`config.mk`:
```
export PLATFORM = sky130hd
export DESIGN_NAME = fpo_top
export DESIGN_NICKNAME = d
export VERILOG_FILES = /design/src/rtl/fpo_fifo.v /design/src/rtl/fpo_top.v
export VERILOG_INCLUDE_DIRS = /design/src /design/src/include
export SDC_FILE = /design/constraint.sdc
export NUM_CORES = 1
export LEC_CHECK = 0
export BUFFER_PORTS_ARGS = -buffer_cell sky130_fd_sc_hd__buf_2
export CELL_PAD_IN_SITES_DETAIL_PLACEMENT = 1
export CELL_PAD_IN_SITES_GLOBAL_PLACEMENT = 1
export CORE_MARGIN = 1
export CORE_UTILIZATION = 25
export CTS_BUF_LIST = sky130_fd_sc_hd__clkbuf_16
export DETAILED_ROUTE_END_ITERATION = 8
export PLACE_DENSITY_LB_ADDON = 0.15
export SLEW_MARGIN = 10
export SYNTH_ARGS = -nofsm -noshare
export SYNTH_HDL_FRONTEND = slang
export SYNTH_SLANG_ARGS = --single-unit
```
`constraint.sdc`:
```
create_clock -name ref_clk_in -period 10.4 [get_ports ref_clk_in]
set_clock_uncertainty 0.15 [all_clocks]
set_input_delay 1.04 -clock ref_clk_in [delete_from_list [all_inputs] [get_ports ref_clk_in]]
set_output_delay 1.04 -clock ref_clk_in [all_outputs]
set_load 0.01 [all_outputs]
```
`src/include/fpo_defines.vh`:
```
// Functional notes
// - Several selectable panel data formats supported.
// - Dual scan splits pins into upper/lower groups.
// - Two-pixel panels: upper nibbles of both pixels interleaved per colour.
// - Optional data transfer on both shift edges.
// - Three lanes, ten bits per link clock.
// - One symbol per lane per link cycle.
// - Every data byte encoded to ten bits.
// - Four reserved control symbols never encode data.
// - Control levels change only during blanking.
// - Reserved symbol marks blanking, encodes two controls.
// - Three bytes per link cycle, one per lane.
// - Parallel data held low while link enabled.
// - Shift clock qualifies the parallel panel data.
`ifndef FPO_DEFINES_VH
`define FPO_DEFINES_VH

`define FPO_PIX_W 24
`define FPO_CTL_W 6
`define FPO_WORD_W 31
`define FPO_CTL_LSB 24
`define FPO_BLANK_BIT 30
`define FPO_FIFO_DEPTH 16
`define FPO_FIFO_AW 4
`define FPO_SYM_W 10
`define FPO_DISP_W 5
`define FPO_COLL_W 192

// Panel format selector codes.
`define FPO_FMT_MONO_SS8 3'h0
`define FPO_FMT_MONO_DD8 3'h1
`define FPO_FMT_TFT16 3'h2
`define FPO_FMT_TFT24 3'h3
`define FPO_FMT_TWO_PIXEL 3'h4
`define FPO_FMT_DUAL_COLOUR 3'h5

// Pixels collected per shift clock for each format.
`define FPO_PPC_ONE 4'h1
`define FPO_PPC_TWO 4'h2
`define FPO_PPC_EIGHT 4'h8

// Reserved link symbols, indexed by the two control levels of a lane.
`define FPO_CTRL_SYM_00 10'h354
`define FPO_CTRL_SYM_01 10'h0ab
`define FPO_CTRL_SYM_10 10'h154
`define FPO_CTRL_SYM_11 10'h2ab

`endif

```
`src/rtl/fpo_fifo.v`:
```
`timescale 1ns/1ps
`include "fpo_defines.vh"

module fpo_fifo #(
   parameter W = `FPO_WORD_W,
   parameter D = `FPO_FIFO_DEPTH,
   parameter AW = `FPO_FIFO_AW
) (
   input wire ref_clk_in,
   input wire nrst_in,
   input wire in_valid_in,
   output wire in_ready_out,
   input wire [W-1:0] in_data_in,
   output wire out_valid_out,
   input wire out_ready_in,
   output wire [W-1:0] out_data_out
);

   reg [W-1:0] mem_q [0:D-1];
   reg [AW-1:0] wp_q;
   reg [AW-1:0] rp_q;
   reg [AW:0] cnt_q;
   reg [AW:0] cnt_d;
   reg in_ready_q;
   reg out_valid_q;
   reg [W-1:0] out_data_q;
   wire push;
   wire load;

   assign push = in_valid_in && in_ready_q;
   assign load = (cnt_q != {(AW+1){1'b0}}) && (!out_valid_q || out_ready_in);
   assign in_ready_out = in_ready_q;
   assign out_valid_out = out_valid_q;
   assign out_data_out = out_data_q;

   always @* begin
      cnt_d = cnt_q + {{AW{1'b0}}, push} - {{AW{1'b0}}, load};
   end

   // Ready is registered from the next count, so a full memory stalls the writer at once.
   always @(posedge ref_clk_in) begin
      if (!nrst_in) begin
         wp_q <= {AW{1'b0}};
         rp_q <= {AW{1'b0}};
         cnt_q <= {(AW+1){1'b0}};
         in_ready_q <= 1'b0;
         out_valid_q <= 1'b0;
         out_data_q <= {W{1'b0}};
      end else begin
         cnt_q <= cnt_d;
         in_ready_q <= (cnt_d < D);
         if (push) begin
            wp_q <= wp_q + {{(AW-1){1'b0}}, 1'b1};
         end
         if (load) begin
            rp_q <= rp_q + {{(AW-1){1'b0}}, 1'b1};
            out_data_q <= mem_q[rp_q];
            out_valid_q <= 1'b1;
         end else if (out_ready_in) begin
            out_valid_q <= 1'b0;
         end
      end
   end

   always @(posedge ref_clk_in) begin
      if (push) begin
         mem_q[wp_q] <= in_data_in;
      end
   end

endmodule // fpo_fifo

```
`src/rtl/fpo_top.v`:
```
`timescale 1ns/1ps
`include "fpo_defines.vh"

module fpo_top (
   input wire ref_clk_in,
   input wire nrst_in,
   input wire [23:0] pix_data_in,
   input wire [5:0] pix_ctl_in,
   input wire pix_blank_in,
   input wire pix_valid_in,
   output wire pix_ready_out,
   input wire [2:0] fmt_sel_in,
   input wire dual_edge_in,
   input wire link_en_in,
   input wire serial_link_clock_in,
   output wire [23:0] panel_data_out,
   output wire panel_shift_clock_out,
   output wire serial_link_clock_out,
   output wire [9:0] serial_lane_0_out,
   output wire [9:0] serial_lane_1_out,
   output wire [9:0] serial_lane_2_out
);

   localparam PH_IDLE = 2'b00;
   localparam PH_EDGE = 2'b01;
   localparam PH_FALL = 2'b10;

   // Pixels that make up one shift clock word for a format.
   function [3:0] fpo_ppc;
      input [2:0] fmt;
      begin
         case (fmt)
            `FPO_FMT_MONO_SS8: fpo_ppc = `FPO_PPC_EIGHT;
            `FPO_FMT_MONO_DD8: fpo_ppc = `FPO_PPC_EIGHT;
            `FPO_FMT_TWO_PIXEL: fpo_ppc = `FPO_PPC_TWO;
            `FPO_FMT_DUAL_COLOUR: fpo_ppc = `FPO_PPC_EIGHT;
            default: fpo_ppc = `FPO_PPC_ONE;
         endcase
      end
   endfunction

   // Places collected pixels on the panel pins. Pixel k sits at bits 24k+23..24k.
   // Dual scan streams alternate upper and lower pixels; mono takes the green MSB.
   function [23:0] fpo_map;
      input [2:0] fmt;
      input [191:0] c;
      integer k;
      begin
         fpo_map = 24'h000000;
         case (fmt)
            `FPO_FMT_MONO_SS8: begin
               for (k = 0; k < 8; k = k + 1) begin
                  fpo_map[k] = c[24*k+15];
               end
            end
            `FPO_FMT_MONO_DD8: begin
               for (k = 0; k < 4; k = k + 1) begin
                  fpo_map[k] = c[48*k+15];
                  fpo_map[k+4] = c[48*k+39];
               end
            end
            `FPO_FMT_TFT16: begin
               fpo_map[15:0] = {c[23:19], c[15:10], c[7:3]};
            end
            `FPO_FMT_TFT24: begin
               fpo_map = c[23:0];
            end
            `FPO_FMT_TWO_PIXEL: begin
               fpo_map = {c[47:44], c[23:20], c[39:36], c[15:12], c[31:28], c[7:4]};
            end
            `FPO_FMT_DUAL_COLOUR: begin
               for (k = 0; k < 8; k = k + 1) begin
                  fpo_map[3*k] = c[24*k+23];
                  fpo_map[3*k+1] = c[24*k+15];
                  fpo_map[3*k+2] = c[24*k+7];
               end
            end
            default: begin
               fpo_map = c[23:0];
            end
         endcase
      end
   endfunction

   // Transition-minimised, DC-balanced byte coding. Its output set never
   // meets the four reserved control symbols. Returns {disparity, symbol}.
   function [14:0] fpo_enc;
      input [7:0] d;
      input [4:0] cnt;
      reg [8:0] m;
      reg [3:0] n1d;
      reg [3:0] n1m;
      reg [4:0] diff;
      reg xn;
      reg [9:0] q;
      reg [4:0] nc;
      integer i;
      begin
         n1d = 4'h0;
         n1m = 4'h0;
         for (i = 0; i < 8; i = i + 1) begin
            n1d = n1d + {3'h0, d[i]};
         end
         xn = (n1d > 4'h4) || ((n1d == 4'h4) && !d[0]);
         m[0] = d[0];
         for (i = 1; i < 8; i = i + 1) begin
            m[i] = xn ? ~(m[i-1] ^ d[i]) : (m[i-1] ^ d[i]);
         end
         m[8] = ~xn;
         for (i = 0; i < 8; i = i + 1) begin
            n1m = n1m + {3'h0, m[i]};
         end
         diff = {n1m, 1'b0} - 5'h08;
         if ((cnt == 5'h00) || (n1m == 4'h4)) begin
            q = {~m[8], m[8], (m[8] ? m[7:0] : ~m[7:0])};
            nc = m[8] ? (cnt + diff) : (cnt - diff);
         end else if ((!cnt[4] && (n1m > 4'h4)) || (cnt[4] && (n1m < 4'h4))) begin
            q = {1'b1, m[8], ~m[7:0]};
            nc = cnt + {3'h0, m[8], 1'b0} - diff;
         end else begin
            q = {1'b0, m[8], m[7:0]};
            nc = cnt - {3'h0, ~m[8], 1'b0} + diff;
         end
         fpo_enc = {nc, q};
      end
   endfunction

   // Reserved symbol chosen by the two control levels of a lane.
   function [9:0] fpo_ctrl;
      input [1:0] lv;
      begin
         case (lv)
            2'b00: fpo_ctrl = `FPO_CTRL_SYM_00;
            2'b01: fpo_ctrl = `FPO_CTRL_SYM_01;
            2'b10: fpo_ctrl = `FPO_CTRL_SYM_10;
            default: fpo_ctrl = `FPO_CTRL_SYM_11;
         endcase
      end
   endfunction

   wire fifo_valid;
   wire fifo_ready;
   wire [30:0] fifo_word;
   wire pop;
   wire word_blank;
   wire [3:0] ppc;
   wire coll_take;
   wire lclk_rise;

   reg lclk_s1_q;
   reg lclk_s2_q;
   reg lclk_s3_q;
   reg [191:0] coll_q;
   reg [3:0] coll_cnt_q;
   reg [1:0] phase_q;
   reg [23:0] panel_q;
   reg shift_clk_q;
   reg link_clk_q;
   reg [5:0] ctl_q;

   fpo_fifo #(
      .W(`FPO_WORD_W),
      .D(`FPO_FIFO_DEPTH),
      .AW(`FPO_FIFO_AW)
   ) u_fifo (
      .ref_clk_in(ref_clk_in),
      .nrst_in(nrst_in),
      .in_valid_in(pix_valid_in),
      .in_ready_out(pix_ready_out),
      .in_data_in({pix_blank_in, pix_ctl_in, pix_data_in}),
      .out_valid_out(fifo_valid),
      .out_ready_in(fifo_ready),
      .out_data_out(fifo_word)
   );

   assign ppc = fpo_ppc(fmt_sel_in);
   assign coll_take = !link_en_in && (coll_cnt_q < ppc);
   assign lclk_rise = lclk_s2_q && !lclk_s3_q;
   // The link drains at most one word per link clock, none when the FIFO is empty; the panel drains as the collector has room.
   assign fifo_ready = link_en_in ? lclk_rise : coll_take;
   assign pop = fifo_valid && fifo_ready;
   assign word_blank = fifo_word[`FPO_BLANK_BIT];

   // The first stage is read only by the second.
   always @(posedge ref_clk_in) begin
      if (!nrst_in) begin
         lclk_s1_q <= 1'b0;
         lclk_s2_q <= 1'b0;
         lclk_s3_q <= 1'b0;
      end else begin
         lclk_s1_q <= serial_link_clock_in;
         lclk_s2_q <= lclk_s1_q;
         lclk_s3_q <= lclk_s2_q;
      end
   end

   // Parallel panel path: gather pixels, then present one word per shift clock.
   always @(posedge ref_clk_in) begin
      if (!nrst_in) begin
         coll_q <= {`FPO_COLL_W{1'b0}};
         coll_cnt_q <= 4'h0;
         phase_q <= PH_IDLE;
         panel_q <= 24'h000000;
         shift_clk_q <= 1'b0;
      end else if (link_en_in) begin
         coll_cnt_q <= 4'h0;
         phase_q <= PH_IDLE;
         panel_q <= 24'h000000;
         shift_clk_q <= 1'b0;
      end else begin
         // Blanking words carry no pixels and are dropped here.
         if (pop && !word_blank) begin
            coll_q[coll_cnt_q*24 +: 24] <= fifo_word[23:0];
            coll_cnt_q <= coll_cnt_q + 4'h1;
         end
         case (phase_q)
            PH_IDLE: begin
               if (coll_cnt_q >= ppc) begin
                  panel_q <= fpo_map(fmt_sel_in, coll_q);
                  coll_cnt_q <= 4'h0;
                  phase_q <= PH_EDGE;
               end
            end
            PH_EDGE: begin
               // Data stood one cycle before this edge, so the panel samples stable pins.
               if (dual_edge_in) begin
                  shift_clk_q <= ~shift_clk_q;
                  phase_q <= PH_IDLE;
               end else begin
                  shift_clk_q <= 1'b1;
                  phase_q <= PH_FALL;
               end
            end
            PH_FALL: begin
               shift_clk_q <= 1'b0;
               phase_q <= PH_IDLE;
            end
            default: begin
               phase_q <= PH_IDLE;
            end
         endcase
      end
   end

   // Control levels are taken only from blanking words, so active video cannot move them.
   always @(posedge ref_clk_in) begin
      if (!nrst_in) begin
         ctl_q <= 6'h00;
         link_clk_q <= 1'b0;
      end else begin
         link_clk_q <= link_en_in && lclk_s2_q;
         if (link_en_in && pop && word_blank) begin
            ctl_q <= fifo_word[29:24];
         end
      end
   end

   genvar l;
   generate
      for (l = 0; l < 3; l = l + 1) begin : g_lane
         wire [14:0] enc;
         wire [1:0] lv;
         reg [9:0] sym_q;
         reg [4:0] disp_q;
         assign enc = fpo_enc(fifo_word[8*l+7:8*l], disp_q);
         // An empty FIFO still sends a symbol, holding the last control levels.
         assign lv = (pop && word_blank) ? fifo_word[`FPO_CTL_LSB+2*l+1:`FPO_CTL_LSB+2*l] : ctl_q[2*l+1:2*l];
         always @(posedge ref_clk_in) begin
            if (!nrst_in) begin
               sym_q <= `FPO_CTRL_SYM_00;
               disp_q <= 5'h00;
            end else if (link_en_in && lclk_rise) begin
               if (pop && !word_blank) begin
                  sym_q <= enc[9:0];
                  disp_q <= enc[14:10];
               end else begin
                  sym_q <= fpo_ctrl(lv);
                  disp_q <= 5'h00;
               end
            end
         end
      end
   endgenerate

   assign panel_data_out = panel_q;
   assign panel_shift_clock_out = shift_clk_q;
   assign serial_link_clock_out = link_clk_q;
   assign serial_lane_0_out = g_lane[0].sym_q;
   assign serial_lane_1_out = g_lane[1].sym_q;
   assign serial_lane_2_out = g_lane[2].sym_q;

endmodule // fpo_top

```
* Word level (Yosys, flattened, before mapping) *
Memories as Yosys holds them, arrays and structs flattened. A register that Yosys moved wholly into a read port is not among the register bits.
Cells that the tools add are included.

operators by class
  add/subtract/negate cells = 69
  multipliers = 1
  order comparisons = 12
  equal/unequal tests = 19
  shift operators = 2
  muxes and demuxes = 69
  bitwise gates (word level) = 51
  reduce and logical (&&, ||, !) cells = 58

operators with widths
  operator                                                        number
  bitwise mux 192 bit                                             1
  variable shift 24 x 34 -> 192 bit (first input constant)        1
  variable part select 24 x 34 -> 192 bit                         1
  adder 4 x 1 -> 4 bit                                            24
  two-way mux 10 bit                                              9
  case mux 10 bit (3 select lines)                                3
  two-way mux 5 bit                                               12
  case mux 8 bit (5 select lines)                                 1
  negation 9 -> 34 bit                                            1
  case mux 8 bit (4 select lines)                                 1
  adder 5 bit                                                     6
  subtractor 5 bit                                                6
  two-way mux 1 bit                                               27
  inverter 1 bit                                                  27
  adder 3 x 1 -> 4 bit                                            6
  equality test 4 x 3 -> 1 bit (second input constant)            6
  greater-than comparator 4 x 3 -> 1 bit (second input constant)  6
  two-way mux 8 bit                                               3
  inverter 8 bit                                                  3
  case mux 8 bit (3 select lines)                                 1
  bitwise XOR 1 bit                                               21
  logical AND 1 bit                                               20
  adder 2 x 1 -> 3 bit                                            6
  adder 5 x 2 -> 5 bit                                            3
  32 further kinds                                                86

storage, ports and cells
  bits in registers = 293
  RAM bits = 496
  output and inout port bits = 57
  logic and storage cells = 303
  memories kept = 1

memory list
  memory        depth  bits a word  read ports  clocked after Yosys merged registers in  wr ports  RTL line       text
  u_fifo.mem_q  16     31           1           1                                        1         fpo_fifo.v:19  reg [W-1:0] mem_q [0:D-1];

* Depth between registers and ports, before layout *
  depth in word-level cells = 36
  depth in mapped cells = 30

* Modules after synthesis *
From an unflattened synthesis, not the netlist that was laid out.

unflattened totals
  cells, all modules = 2258
  area, all modules = 31711.7 um2

by module, submodules not included
  module    times used  cells an instance  area each (um2)  seq. area each (um2)
  fpo_fifo  1           930                20589.7          15815.2
  fpo_top   1           1328               11121.9          2742.6

* Worst setup path before layout *
OpenSTA, ideal clock, no wires.

  kind = reg2reg
  start = register u_fifo.out_data_q[8], in the netlist u_fifo.out_data_out[8] (read register of u_fifo.mem_q)
  end = register g_lane[1].disp_q[4]
  library setup time = 70 ps
  arrival = 7813 ps
  slack = 2367 ps
  stages on the path, launching flop included = 31
  clock period less this slack = 8033 ps
  cells stage by stage = dfxtp_1 -> inv_1 -> fa_1 -> fa_1 -> fa_1 -> inv_1 -> ha_1 -> fa_1 -> nor3b_1 -> o21ai_0 -> a21oi_1 -> clkbuf_1 -> xnor2_1 -> ha_1 -> fa_1 -> fa_1 -> ha_1 -> fa_1 -> inv_1 -> ha_1 -> nand2_1 -> o21ai_0 -> inv_1 -> ha_1 -> nor2b_1 -> o21ai_0 -> a21oi_1 -> o211a_1 -> or3_1 -> a221o_1 -> a21oi_1

on the way
  cells in the longest elaborated chain, start to end = 36

RTL lines
  item                                                           RTL line       text
  start, declared                                                fpo_fifo.v:26  reg [W-1:0] out_data_q;
  branches (longest 34 deep; another with adder 3 x 1 -> 4 bit)  n/a
  two-way mux 5 bit *                                            fpo_top.v:114  if ((cnt == 5'h00) || (n1m == 4'h4)) begin
  two-way mux 5 bit *                                            fpo_top.v:273  if (pop && !word_blank) begin
  end signal, assigned                                           fpo_top.v:275  disp_q <= enc[14:10];
  end, declared                                                  fpo_top.v:264  reg [4:0] disp_q;

Mark *: on every way between the ends.
A chain may end at the register's enable or synchronous reset.

* Final worst setup path *
  start = register u_fifo.out_data_q[0], in the netlist u_fifo.out_data_out[0] (read register of u_fifo.mem_q)
  end = register g_lane[0].sym_q[5], in the netlist serial_lane_0_out[5]

on the way
  cells in the longest elaborated chain, start to end = 36

RTL lines
  item                                                           RTL line       text
  branches (longest 34 deep; another with adder 3 x 1 -> 4 bit)  n/a
  two-way mux 10 bit *                                           fpo_top.v:114
  two-way mux 10 bit *                                           fpo_top.v:273
  end signal, assigned                                           fpo_top.v:270  sym_q <= `FPO_CTRL_SYM_00;
  end signal, assigned                                           fpo_top.v:274  sym_q <= enc[9:0];
  end signal, assigned                                           fpo_top.v:277  sym_q <= fpo_ctrl(lv);
  end, declared                                                  fpo_top.v:263  reg [9:0] sym_q;

Marked as above.

==> results.tsv <==
metric	value	unit
status	complete, no violations	
holdBufCountCts	0	
worst-path-max-fanout	12	
pre_cts_ws	1.43	ns
period_minus_slack	9.00	ns
slew_viol_final	0	
worstReg2RegStart	u_fifo.out_data_out[0]	
ys_seq_area_share	59.0	%
cts_buffers	81	
syn_avg_cell_area	13.8	µm²
hold_end	panel_data_out[9]	
drt-total-wl	95.9	mm
synthesis.area	31400	µm²
synth_edf_count	496	
gp_congestion	0.804	
clk_latency	0.67	ns
critPathMaxStageDelay	0.65	ns
grt_pass1_vias	20870	
cp_slowest_cell	or4b_2	
overflow	0	
portBuffers	96	
dpl-instance-area	33900	µm²
antenna_left	0	
async_flop_share	0	%
synth.most_common_cell	edfxtp_1	
seq_area	18600	µm²
yosys_warnings	0	
drt_first_iter_violations	1099	
syn_nets	2449	
cpLargestDelayFamily	adder cells	
wl_per_cell	23.5	µm
cts_resized	0	
hold_depth	2	
clock-sinks	679	
multiInputGateArea	12100	µm²
cts_setup_buffers	0	
synthCells	2281	
htreeDepth	3	
reg2reg_slack	1.40	ns
core	124000	µm²
ys_ff_latch	679	
rsz0062_at_grt	no	
layout_setup_ws	1.40	ns
top_layer	met5	
detail_route.vias_per_cell	4.72	
ioPinCount	97	
cp_common_cell	fa_1	
met1_length	43.0	mm
period_share	86.5	%
drc	0	
max_freq	0.111	GHz
reg2reg_depth	25	
final_hold_viol_count	0	
path_class	reg2reg	
layout-drive-gt1-share	19.1	%
grt_pass1_wl	142	mm
root_buffer	clkbuf_16	
rows	129	
die_x	357	µm
synth_top_cell_by_area	edfxtp_1	
fin_area	36500	µm²
cts.path.max_buffers	3	
cp_num_cells	25	
nets	2544	
wl_met2	47.0	mm
max_cap_violations	0	
synthTopCellsByCount	edfxtp_1, nand2_1, dfxtp_1, mux4_2, a21oi_1	
dpl.hpwl	60.9	mm
slew_headroom	23.7	%
clk_pin_slew	0.07	ns
worst_hold_path_type	reg2reg	
ys.flop_type	edfxtp_1	
tns	0	ns
antenna_found_initial	11	
required	10.84	ns
route.met3.wl	3.40	mm
hp-start	panel_data_out[9]	
cp.arrival	9.44	ns
cts_tree	done	
die_h	357	µm
area_growth	16.1	%
path_buf_inv	4	
synth_top_cell_area_share	47.4	%
vias	19266	
start_kind	register	
start_util	25.3	%
ys_top_cells_by_area	edfxtp_1, dfxtp_1, mux4_2	
grt_max_degree	87	
track_usage	15.1	%
reg2reg_to	serial_lane_0_out[5]	
worst_pin_slew	1.14	ns
fill_cells	13268	
synth_cell_types	78	
die_area	127000	µm²
crit_path_end_kind	register	
fin_util	29.4	%
setup_viol	0	
dr.pass1.iters	4	
[state kept, by name, indices dropped and copies added (netlist names), 4 cells and up]
signal,count
u_fifo.mem_q,496
coll_q,54
u_fifo.out_data_out,31
panel_data_out,24
g_lane.disp_q,12
serial_lane_0_out,10
serial_lane_1_out,10
serial_lane_2_out,10
ctl_q,6
u_fifo.cnt_q,5
coll_cnt_q,4
u_fifo.rp_q,4
u_fifo.wp_q,4
[cells by family (layout without fill, tap and decap cells)]
| kind of cell | after synthesis | in the layout | synth area share, % |
|---|---|---|---|
| other | 0 | 1 | 0 |
| adder cells (fa/ha/maj) | 128 | 128 | 6.00 |
| AO/OA/AOI/OAI | 404 | 404 | 8.18 |
| flip-flops | 679 | 679 | 59.0 |
| AND/OR/NAND/NOR | 498 | 498 | 7.35 |
| multiplexers | 204 | 204 | 12.8 |
| XOR/XNOR | 123 | 123 | 3.65 |
| buffers and inverters | 245 | 405 | 2.96 |
[worst register-to-register path: stages, from the launching register on]
cell and delay (ns):
dfxtp_1 0.49, inv_1 0.17, fa_1 0.57, fa_1 0.42
fa_1 0.49, inv_1 0.04, ha_1 0.20, fa_1 0.43
nor3b_1 0.26, o21ai_0 0.12, a21oi_1 0.62, inv_1 0.48
xnor2_1 0.28, fa_1 0.54, fa_1 0.52, ha_1 0.17
inv_1 0.06, fa_1 0.60, ha_1 0.26, and3b_1 0.20
a211oi_1 0.31, a211oi_2 0.25, nor2b_1 0.32, mux2i_1 0.20
or4b_2 0.65, o211ai_1 0.11
[stage by stage]
step,hold slack (ns),cells
final,0.291,4079
after global routing,0.317,4078
after global placement,0.277,3930
after floorplan,0.262,2281
after CTS,0.296,4078
after detailed placement,0.289,3930
[metal layers]
metal	GRT usage, %	vias to the layer above
met5	0	-
met4	4.85	10
met3	2.53	143
met2	25.6	291
met1	19.7	10038
li1	-	8784
[how the worst max path moves through the flow]
stage	start	to	slack [ns]
after floorplan	u_fifo.out_data_out[8]	g_lane[1].disp_q[4]	2.37
after global placement	u_fifo.out_data_out[0]	serial_lane_0_out[5]	1.66
after detailed placement	u_fifo.out_data_out[0]	serial_lane_0_out[5]	1.43
after CTS	u_fifo.out_data_out[0]	serial_lane_0_out[5]	1.37
after global routing	u_fifo.out_data_out[0]	serial_lane_0_out[5]	0.87
final	u_fifo.out_data_out[0]	serial_lane_0_out[5]	1.40
[final cells by class]
| cell class | instances | area share (%) |
|---|---|---|
| inverter | 120 | 1.24 |
| clock buffer | 82 | 5.62 |
| clock inverter | 66 | 1.37 |
| antenna | 1 | 0.00686 |
| multi-input combinational | 1357 | 33.1 |
| timing repair buffer | 137 | 2.19 |
| sequential | 679 | 50.9 |
| tap | 1637 | 5.61 |
[cell usage in the layout (no fill, tap or decap), types with 12 or more instances in the layout]
cell	n
a211oi_1	24
a21o_1	16
a21oi_1	150
a22oi_1	13
a31oi_1	12
buf_2	96
buf_4	40
clkbuf_16	82
clkinv_1	15
dfxtp_1	179
edfxtp_1	496
fa_1	38
ha_1	90
inv_1	142
mux2i_1	42
mux4_2	159
nand2_1	194
nand2b_1	21
nand3_1	27
nor2_1	119
nor2_4	12
nor2b_1	14
nor3_1	19
o211ai_1	13
o21ai_0	71
o22ai_1	14
or3_1	13
xnor2_1	85
xor2_1	33
Power is not shown: default switching activity piles up to over one toggle a cycle in this logic, so the estimate is an artifact.
